### src/shared/ckpd_pkg.sv
// Package for the clock and power-down controller: register map, fields, reset values, timing.
// Assumes a 16-bit low register address and 8-bit data on a plain strobe port.
package ckpd_pkg;
    // Register addresses (low 16 bits)
    localparam logic [15:0] ADDR_STANDBY_CONTROL = 16'hFF38;
    localparam logic [15:0] ADDR_SYSTEM_CLOCK_CONTROL = 16'hFF3A;
    localparam logic [15:0] ADDR_MODULE_HALT_HIGH = 16'hFF3C;
    localparam logic [15:0] ADDR_MODULE_HALT_LOW = 16'hFF3D;
    localparam logic [15:0] ADDR_LOW_POWER_CONTROL = 16'hFF44;
    // Reset values
    localparam logic [7:0] RST_STANDBY_CONTROL = 8'h08;
    localparam logic [7:0] RST_SYSTEM_CLOCK_CONTROL = 8'h00;
    localparam logic [7:0] RST_MODULE_HALT_HIGH = 8'h3F;
    localparam logic [7:0] RST_MODULE_HALT_LOW = 8'hFF;
    localparam logic [7:0] RST_LOW_POWER_CONTROL = 8'h00;
    // Field positions
    localparam int DEEP_STANDBY_BIT = 7;
    localparam int WAKE_WAIT_MSB = 6;
    localparam int WAKE_WAIT_LSB = 4;
    localparam int BUS_HOLD_BIT = 3;
    localparam int CLK_OUT_OFF_BIT = 7;
    localparam int CLK_RSV_BIT = 6;
    localparam int DIV_SEL_MSB = 2;
    localparam int FEEDBACK_BYPASS_BIT = 5;
    // Writable masks (read-only bits read zero)
    localparam logic [7:0] MASK_STANDBY_CONTROL = 8'hF8;
    localparam logic [7:0] MASK_SYSTEM_CLOCK_CONTROL = 8'hC7;
    // Module halt bits that reset their module when stopped
    localparam logic [15:0] RESET_ON_HALT_MASK = 16'h02E0;
    // Divider codes
    localparam logic [2:0] DIV_FULL = 3'h0;
    localparam logic [2:0] DIV_MAX = 3'h5;
    localparam int DIV_WIDTH = 5;
    // Duty adjust threshold
    localparam int DUTY_MIN_KHZ = 5000;
    // Wake-wait state counts
    localparam logic [18:0] WAIT_0 = 19'h02000;
    localparam logic [18:0] WAIT_1 = 19'h04000;
    localparam logic [18:0] WAIT_2 = 19'h08000;
    localparam logic [18:0] WAIT_3 = 19'h10000;
    localparam logic [18:0] WAIT_4 = 19'h20000;
    localparam logic [18:0] WAIT_5 = 19'h40000;
    localparam logic [18:0] WAIT_7 = 19'h00010;
    // Power states
    typedef enum logic [1:0] {
        CKPD_RUN = 2'b00,
        CKPD_SLEEP = 2'b01,
        CKPD_STANDBY = 2'b10,
        CKPD_WAKE = 2'b11
    } ckpd_state_e;
endpackage : ckpd_pkg

### src/design/ckpd_top.sv
// Clock and power-down controller: register file, medium-speed divider, bus-master clock
// enable, sleep and standby sequencing, module halt and reset outputs.
// Assumes the CPU pulses sleep_exec_i on the sleep instruction and wake pulses come from
// the interrupt controller; clocks to gated domains are derived from the enables driven here.
//
// Strobed register access was left to the implementer.
`timescale 1ns/100ps
`default_nettype none
// Summary of operation
// - Feedback-bypass bit set disconnects feedback resistor and duty adjust circuit.
// - Low five reserved bits of low-power control store but do nothing.
// - Duty adjust applies only when oscillator runs at 5 MHz or more.
// - Divider produces system clock over 2, 4, 8, 16 and 32.
// - Bus masters get full clock or one divided clock chosen by select field.
// - Select codes 000 full, 001..101 divide 2..32, 11x unassigned.
// - Reset brings full speed, no division, no sleep, no standby.
// - Sleep, medium speed and module halt may all be active together.
// - Medium speed slows bus masters only; peripherals and ports stay full speed.
// - Halt or standby resets serial units and converter; others keep state.
// - Oscillator-halting modes stop both CPU and oscillator.
// - Standby control holds deep-standby bit7, wake-wait 6:4, bus hold bit3.
// - Standby control resets to 08h and survives software standby.
// - Deep-standby bit stays set after wakeup; only a software write, reset or hardware standby clears it.
// - Sleep instruction with deep-standby clear enters sleep mode.
// - Sleep instruction with deep-standby set enters software standby.
// - Wake-wait codes give 8192..262144 states, 111 gives 16, 110 reserved.
// - Bus hold clear floats address and control during software standby, set holds; hardware standby always floats.
// - Registers decode at FF38, FF3A, FF3C, FF3D and FF44.
// - Module halt low resets to FFh and high to 3Fh.
module ckpd_top
    import ckpd_pkg::*;
#(
    parameter int OSC_KHZ = 20000
) (
    input wire logic mclk_i,
    input wire logic resetn_i,
    input wire logic clk_en_i,
    input wire logic hw_standby_i,
    input wire logic [15:0] addr_i,
    input wire logic [7:0] wdata_i,
    input wire logic wr_i,
    input wire logic rd_i,
    input wire logic sleep_exec_i,
    input wire logic irq_wake_i,
    input wire logic ext_irq_wake_i,
    output logic [7:0] rdata_o,
    output logic bm_clk_en_o,
    output logic cpu_run_o,
    output logic osc_run_o,
    output logic feedback_on_o,
    output logic duty_adjust_on_o,
    output logic clk_out_en_o,
    output logic bus_float_o,
    output logic [15:0] module_halt_o,
    output logic [15:0] module_reset_o,
    output logic sleeping_o,
    output logic standby_o
);
    logic [7:0] standby_control;
    logic [7:0] system_clock_control;
    logic [7:0] module_halt_high;
    logic [7:0] module_halt_low;
    logic [7:0] low_power_control;
    logic [DIV_WIDTH-1:0] div_cnt;
    logic [18:0] wait_cnt;
    logic [18:0] wait_len;
    logic [DIV_WIDTH-1:0] div_mask;
    logic next_bm_en;
    logic [2:0] div_sel;
    logic [15:0] halt_vec;
    logic lp_reset;
    ckpd_state_e state;
    ckpd_state_e next_state;

    // Hardware standby behaves as a reset of every control register
    assign lp_reset = hw_standby_i;
    assign div_sel = system_clock_control[DIV_SEL_MSB:0];
    assign halt_vec = {module_halt_high, module_halt_low};

    // Register writes; strobes act at the end of their one bus cycle
    always_ff @(posedge mclk_i or negedge resetn_i) begin
        if (!resetn_i) begin
            standby_control <= RST_STANDBY_CONTROL;
            system_clock_control <= RST_SYSTEM_CLOCK_CONTROL;
            module_halt_high <= RST_MODULE_HALT_HIGH;
            module_halt_low <= RST_MODULE_HALT_LOW;
            low_power_control <= RST_LOW_POWER_CONTROL;
        end else if (clk_en_i) begin
            if (lp_reset) begin
                standby_control <= RST_STANDBY_CONTROL;
                system_clock_control <= RST_SYSTEM_CLOCK_CONTROL;
                module_halt_high <= RST_MODULE_HALT_HIGH;
                module_halt_low <= RST_MODULE_HALT_LOW;
                low_power_control <= RST_LOW_POWER_CONTROL;
            end else if (wr_i) begin
                // Deep-standby bit is changed here or by reset and hardware standby, never by wakeup
                unique case (addr_i)
                    ADDR_STANDBY_CONTROL:
                        standby_control <= wdata_i & MASK_STANDBY_CONTROL;
                    ADDR_SYSTEM_CLOCK_CONTROL:
                        system_clock_control <= wdata_i & MASK_SYSTEM_CLOCK_CONTROL;
                    ADDR_MODULE_HALT_HIGH: module_halt_high <= wdata_i;
                    ADDR_MODULE_HALT_LOW: module_halt_low <= wdata_i;
                    ADDR_LOW_POWER_CONTROL: low_power_control <= wdata_i;
                    default: ;
                endcase
            end
        end
    end

    // Read data, valid the cycle after the strobe; unmapped reads return zero
    always_ff @(posedge mclk_i or negedge resetn_i) begin
        if (!resetn_i) begin
            rdata_o <= 8'h00;
        end else if (clk_en_i) begin
            if (rd_i) begin
                unique case (addr_i)
                    ADDR_STANDBY_CONTROL: rdata_o <= standby_control;
                    ADDR_SYSTEM_CLOCK_CONTROL: rdata_o <= system_clock_control;
                    ADDR_MODULE_HALT_HIGH: rdata_o <= module_halt_high;
                    ADDR_MODULE_HALT_LOW: rdata_o <= module_halt_low;
                    ADDR_LOW_POWER_CONTROL: rdata_o <= low_power_control;
                    default: rdata_o <= 8'h00;
                endcase
            end else begin
                rdata_o <= 8'h00;
            end
        end
    end

    // Free-running medium-speed divider; bit k toggles at system clock over 2^(k+1)
    always_ff @(posedge mclk_i or negedge resetn_i) begin
        if (!resetn_i) begin
            div_cnt <= '0;
        end else if (clk_en_i) begin
            div_cnt <= div_cnt + 5'h01;
        end
    end

    // Mask of low counter bits that must all be one for a divided-clock pulse
    always_comb begin
        unique case (div_sel)
            3'h0: div_mask = 5'h00;
            3'h1: div_mask = 5'h01;
            3'h2: div_mask = 5'h03;
            3'h3: div_mask = 5'h07;
            3'h4: div_mask = 5'h0F;
            3'h5: div_mask = 5'h1F;
            // Unassigned codes fall back to full speed rather than stall the CPU
            default: div_mask = 5'h00;
        endcase
    end

    // Bus masters get one enable per divided period; others stay on full clock
    assign next_bm_en = ((div_cnt & div_mask) == div_mask);

    always_ff @(posedge mclk_i or negedge resetn_i) begin
        if (!resetn_i) begin
            bm_clk_en_o <= 1'b1;
        end else if (clk_en_i) begin
            bm_clk_en_o <= next_bm_en && (state == CKPD_RUN || state == CKPD_SLEEP);
        end
    end

    // Wake-wait length from the select field
    always_comb begin
        unique case (standby_control[WAKE_WAIT_MSB:WAKE_WAIT_LSB])
            3'h0: wait_len = WAIT_0;
            3'h1: wait_len = WAIT_1;
            3'h2: wait_len = WAIT_2;
            3'h3: wait_len = WAIT_3;
            3'h4: wait_len = WAIT_4;
            3'h5: wait_len = WAIT_5;
            3'h7: wait_len = WAIT_7;
            // Reserved code: use the longest wait, the safe side for a crystal
            default: wait_len = WAIT_5;
        endcase
    end

    // Power state sequencing
    always_comb begin
        next_state = state;
        unique case (state)
            CKPD_RUN: begin
                if (sleep_exec_i) begin
                    if (standby_control[DEEP_STANDBY_BIT]) begin
                        next_state = CKPD_STANDBY;
                    end else begin
                        next_state = CKPD_SLEEP;
                    end
                end
            end
            CKPD_SLEEP: begin
                if (irq_wake_i || ext_irq_wake_i) begin
                    next_state = CKPD_RUN;
                end
            end
            CKPD_STANDBY: begin
                if (ext_irq_wake_i) begin
                    next_state = CKPD_WAKE;
                end
            end
            CKPD_WAKE: begin
                if (wait_cnt == 19'h00001) begin
                    next_state = CKPD_RUN;
                end
            end
        endcase
    end

    always_ff @(posedge mclk_i or negedge resetn_i) begin
        if (!resetn_i) begin
            state <= CKPD_RUN;
        end else if (clk_en_i) begin
            state <= lp_reset ? CKPD_RUN : next_state;
        end
    end

    // Settling counter: loaded on wake, counts states until the clock is trusted
    always_ff @(posedge mclk_i or negedge resetn_i) begin
        if (!resetn_i) begin
            wait_cnt <= '0;
        end else if (clk_en_i) begin
            if (state == CKPD_STANDBY && ext_irq_wake_i) begin
                wait_cnt <= wait_len;
            end else if (state == CKPD_WAKE && wait_cnt != 19'h00000) begin
                wait_cnt <= wait_cnt - 19'h00001;
            end
        end
    end

    // Mode outputs, all registered from next state so they align with it
    always_ff @(posedge mclk_i or negedge resetn_i) begin
        if (!resetn_i) begin
            cpu_run_o <= 1'b1;
            osc_run_o <= 1'b1;
            sleeping_o <= 1'b0;
            standby_o <= 1'b0;
            bus_float_o <= 1'b0;
            clk_out_en_o <= 1'b1;
        end else if (clk_en_i) begin
            cpu_run_o <= (next_state == CKPD_RUN) && !lp_reset;
            osc_run_o <= (next_state != CKPD_STANDBY) && !lp_reset;
            sleeping_o <= (next_state == CKPD_SLEEP) && !lp_reset;
            standby_o <= (next_state == CKPD_STANDBY || next_state == CKPD_WAKE) && !lp_reset;
            // Float during hardware standby, or while in software standby with hold clear
            bus_float_o <= lp_reset || ((next_state == CKPD_STANDBY || next_state == CKPD_WAKE)
                && !standby_control[BUS_HOLD_BIT]);
            clk_out_en_o <= !system_clock_control[CLK_OUT_OFF_BIT] && !lp_reset
                && (next_state == CKPD_RUN || next_state == CKPD_SLEEP);
        end
    end

    // Module halt and reset lines; halt follows its registers in run and sleep, standby halts every module
    always_ff @(posedge mclk_i or negedge resetn_i) begin
        if (!resetn_i) begin
            module_halt_o <= {RST_MODULE_HALT_HIGH, RST_MODULE_HALT_LOW};
            module_reset_o <= RESET_ON_HALT_MASK;
        end else if (clk_en_i) begin
            if (next_state == CKPD_STANDBY || next_state == CKPD_WAKE) begin
                module_halt_o <= 16'hFFFF;
                module_reset_o <= RESET_ON_HALT_MASK;
            end else begin
                module_halt_o <= halt_vec;
                module_reset_o <= halt_vec & RESET_ON_HALT_MASK;
            end
        end
    end

    // Oscillator options; duty adjust only meaningful at 5 MHz and up
    always_ff @(posedge mclk_i or negedge resetn_i) begin
        if (!resetn_i) begin
            feedback_on_o <= 1'b1;
            duty_adjust_on_o <= 1'b0;
        end else if (clk_en_i) begin
            feedback_on_o <= !low_power_control[FEEDBACK_BYPASS_BIT];
            duty_adjust_on_o <= !low_power_control[FEEDBACK_BYPASS_BIT]
                && (OSC_KHZ >= DUTY_MIN_KHZ);
        end
    end
endmodule : ckpd_top
`default_nettype wire

### config.mk
export PLATFORM = sky130hd
export DESIGN_NAME = ckpd_top
export DESIGN_NICKNAME = d
export VERILOG_FILES = /design/src/shared/ckpd_pkg.sv /design/src/design/ckpd_top.sv
export SDC_FILE = /design/constraint.sdc
export NUM_CORES = 1
export LEC_CHECK = 0
export BUFFER_PORTS_ARGS = -buffer_cell sky130_fd_sc_hd__buf_2
export CORE_MARGIN = 3
export CORE_UTILIZATION = 40
export DETAILED_ROUTE_END_ITERATION = 8
export PLACE_DENSITY = 0.71
export SYNTH_ARGS = -nofsm -noshare
export SYNTH_HDL_FRONTEND = slang
export SYNTH_SLANG_ARGS = --single-unit
### constraint.sdc
create_clock -name mclk_i -period 1.7 [get_ports mclk_i]
set_input_delay 0.17 -clock mclk_i [delete_from_list [all_inputs] [get_ports mclk_i]]
set_output_delay 0.17 -clock mclk_i [all_outputs]
set_load 0.02 [all_outputs]
==> summary.md <==
The flow ran to the end, but the final reports show violations. The checks that failed: setup timing. The post-synthesis area per instance works out to 10.17 um^2. For the worst flop-to-flop path, the logic depth is 6. The final layout contains routed wiring with a total length of 13960 um. The share of the cycle needed by the critical path after routing came out at 111.1%.

The startpoint-to-endpoint class of the critical path was register to register. Cell internal power was estimated by the tool at 4619 uW. Before antenna repair, the detailed router went through 5 iterations.

The final layout net count came out at 659. TritonCTS built the clock tree. The fill cell total of the finished layout was 977; the total number of clock tree sinks was 93. In this run the static leakage power is 0.002954 uW. The number of buffers inserted during clock tree synthesis was 9; the portion of total power attributed to combinational logic was 27.1%. Among cell families on the critical path, the largest total delay comes from simple AND/OR/NAND/NOR gates. The power per standard cell area is 1008 nW/um^2, and the total cell area at the placement stage is 5983 um^2. The worst setup path is launched from a register. Area of all sequential standard cells: 2370 um^2. The critical-path cell with the highest stage delay is or4_4. The logs give 0 for the Yosys warning count and 4932 um^2 for the cell area after technology mapping.

For the final-layout setup total negative slack, the log shows -1491 ps. The worst hold path terminates at low_power_control[3]. The tools report the die area as 13700 um^2.

Summed over all instances, the cell type with the most area after synthesis is dfrtp_1. 0 antenna diodes ended up in the layout. The logs give 4278 for the via count of the first global-routing pass and 0 for the residual antenna-violating net count after detailed routing. The first global-routing pass estimated 21690 um of wire. The maximum frequency from static timing analysis was 0.5296 GHz. The number of buffers and inverters on the critical path is 1. Setup violations remaining at the end of the flow were counted as 31. The worst setup path is captured at a register. For this run, design rule violations remaining after detail routing come to 0.

Measured along the x axis, the die boundary spans 117.0 um. In this run the core area contains 39 standard-cell rows. The async set-reset flop share out of synthesis is 100.0%. The via count came out at 4374. The effective utilization at floorplan is 42.12%, and the area overhead of the layout relative to synthesis is 36.33%. Among all flip-flop cells after synthesis, the most frequent one is dfrtp_1. Between clock sinks in the finished design, the worst skew comes to 9.084 ps.

In this design, the stage delay of the slowest critical-path cell is 540 ps. For the pin with the worst max-slew slack, the measured transition is 548.7 ps. Global routing used 20.19% of the available tracks across all layers. The number of failing hold endpoints at the final stage was 0.

Of the cells placed in the final design, the portion with a size suffix greater than 1 is 48.96%. The share of synthesized area in the top cell type comes to 29.93%. The synthesized design contains 0 enable-type register cells.

In the final routed layout, each cell accounts on average for 18.18 um. The hold path startpoint was wdata_i[3]. The worst hold path depth works out to 3. The part of the Yosys area used for sequential elements was 48.05%; the clock network fraction of total power was 30.6%. The cell count after synthesis came out at 485. The core region is 11710 um^2. The worst register-to-register path has a setup slack of -190 ps. The register share of total power was 42.3%; the net switching power of the design was 2160 uW. The capturing point of the worst reg2reg path was wait_cnt[8]. After synthesis, the cell types taking the most area are dfrtp_1 30%, dfstp_2 18%, mux2_2 6.6%. The tree is rooted in a clkbuf_16. The initial antenna violation count is 0. The tool flagged a number of max-cap violations equal to 0. After synthesis the netlist holds a flip-flop and latch count of 93.

Via density per instance: 5.695. The H-tree was split into 3 levels. The net switching fraction of the power came out at 31.86%. The congestion estimate from routability-driven global placement came to 0.8868.

After routing the design area is 6724 um^2. For the finished layout, the period the worst path requires is 1888 ps. The maximum fanout along the worst path is 2, and the count of final max-slew check failures is 0. The detailed-placement wirelength estimate is 9670 um, and the multi-input logic area is 2665 um^2. The logs give 0 for the remaining global-route overflow and 60 for the pin count of the biggest net entering global routing. Clock latency on the worst-skew pair: 340 ps. Number of buffers added on ports: 69.

The tools report the launch point of the worst reg-to-reg path as wait_cnt[6]. The unique cell type count in the Yosys netlist came out at 60. Setup repair after global routing could not meet its margin everywhere. At the worst endpoint, the required time is 1920 ps.

STA puts the critical path data arrival time at 2110 ps. The setup slack after layout was -188.4 ps; the number of DRC markers after the initial detailed-route iteration was 309. The path class of the tightest hold or removal check is primary input to register.

VDD sags by at most 0.7286 mV. The maximum number of buffers from clock root to sink is 2. The worst pin sits at a relative slew slack of 62.94%. The floorplan step set the die height to 117.0 um. The tools report the number of top-level pins as 82. The clock transition at the registers of the reported paths works out to 70 ps. Traced cell by cell, the critical path runs through buf_6 > or4_4 > nor4_1 > o21ai_1 > a21oi_1 > o21ai_0.
==> power by group through the flow <==
stage | logic [uW] | clock network [uW] | registers (uW)
CTS | 1740 | 2120 | 2840
detailed placement | 1620 | 0 | 2870
finish | 1840 | 2080 | 2870
global placement | 1560 | 0 | 2860
floorplan | 874 | 0 | 2940
global route | 2010 | 2220 | 2910
==> metrics by stage <==
step | power (uW) | std cells | hold WS (ps) | setup slack, ps | utilization, %
floorplan | 3814 | 496 | -125.6 | -92.31 | -
global placement | 4420 | 743 | 124.0 | -217.5 | 51.09
detailed placement | 4487 | 743 | 128.1 | -251.2 | 51.09
CTS | 6705 | 764 | 68.95 | -98.70 | 55.17
global route | 7134 | 768 | 69.57 | -311.2 | 57.41
finish | 6779 | 768 | 77.21 | -188.4 | 57.41
==> area by class of cell <==
type | count | share of cell area [%]
Clock buffer | 9 | 3.349
Clock inverter | 7 | 1.172
Inverter | 18 | 1.005
Multi-Input combinational cell | 341 | 39.64
Sequential cell | 93 | 35.24
Tap cell | 143 | 2.661
Timing Repair Buffer | 157 | 16.93
==> layout by cell type, fill, tap and decap left out, types with 4 or more instances in the layout <==
cell type and n:
buf_4 73, buf_2 68, dfrtp_1 59, nor2_1 39
dfstp_2 34, a21oi_1 27, o21ai_0 20, mux2_2 20
nand2_1 19, inv_1 18, o21ai_1 17, nor2_4 16
a31oi_1 12, conb_1 12, clkbuf_16 11, mux2_4 9
a21oi_2 9, buf_6 8, nand2b_1 7, nor4_1 7
o2bb2ai_1 7, nor3_1 6, nor4_4 6, o31ai_1 6
or2_2 6, a222oi_1 6, nand3_1 5, a21o_1 5
nor2b_1 5, ha_1 5, buf_12 5, nand4_1 4
or4b_4 4, inv_6 4
==> per-layer routing <==
layer  up-vias  global-route usage, %  wire length (um)
li1       2030                      -                 -
met1      2172                  26.54              5949
met2       152                  34.02              7034
met3        20                  4.319               791
met4         0                  5.275               184
met5         -                      0                 0
==> repair_timing <==
action / 4_1_cts / 5_1_grt
buffers inserted: 3 / 2
cloned: 1 / 2
hold endpoints to repair: 23 / 0
resized for setup: 33 / 56
hold buffers: 1 / 0
endpoints found under the setup margin: 39 / 45
pin swaps: 8 / 11
==> state kept, by name, summed over array words and instances, names as in the netlist, 2 cells and up <==
register,count
standby_control,5
module_halt_low,8
div_cnt,5
rdata_o,8
low_power_control,8
state,2
module_halt_high,8
wait_cnt,19
system_clock_control,5
module_halt_o,16
==> synthesized netlist by cell type, types with 7 or more instances <==
cell type,n
dfrtp_1,59
nor2_1,50
o21ai_0,38
a21oi_1,36
dfstp_2,34
mux2_2,29
nand2_1,22
buf_4,18
inv_1,18
clkbuf_1,17
a31oi_1,14
nor4_1,9
o2bb2ai_1,8
nand2b_1,7
nor3_1,7
==> worst reg2reg max path: stages (launching register included) <==
cell and delay, ps:
dfrtp_1 410, buf_6 130, or4_4 540, nor4_1 310, o21ai_1 140, a21oi_1 170, o21ai_0 80
==> kinds of logic after synthesis <==
group / synth area share [%]
DFF: 48.05
and+or+nand+nor: 17.78
AOI/OAI and AO/OA: 18.82
adders and majority gates: 1.522
xor gates and xnor gates: 0.8880
muxes: 6.621
buffers and inverters: 6.240
other: 0.07603
==> worst max path at each step <==
stage           startpoint                       to  slack (ps)  cells after the start
2_1_floorplan    addr_i[2]  system_clock_control[6]         -90                      6
3_3_place_gp     addr_i[7]      module_halt_high[6]        -220                      6
3_5_place_dp   wait_cnt[5]              wait_cnt[5]        -250                      7
4_1_cts        wait_cnt[6]             wait_cnt[18]        -100                      6
5_1_grt        wait_cnt[6]              wait_cnt[8]        -310                      6
6_report       wait_cnt[6]              wait_cnt[8]        -190                      6
(Power assumes the default switching activity.)
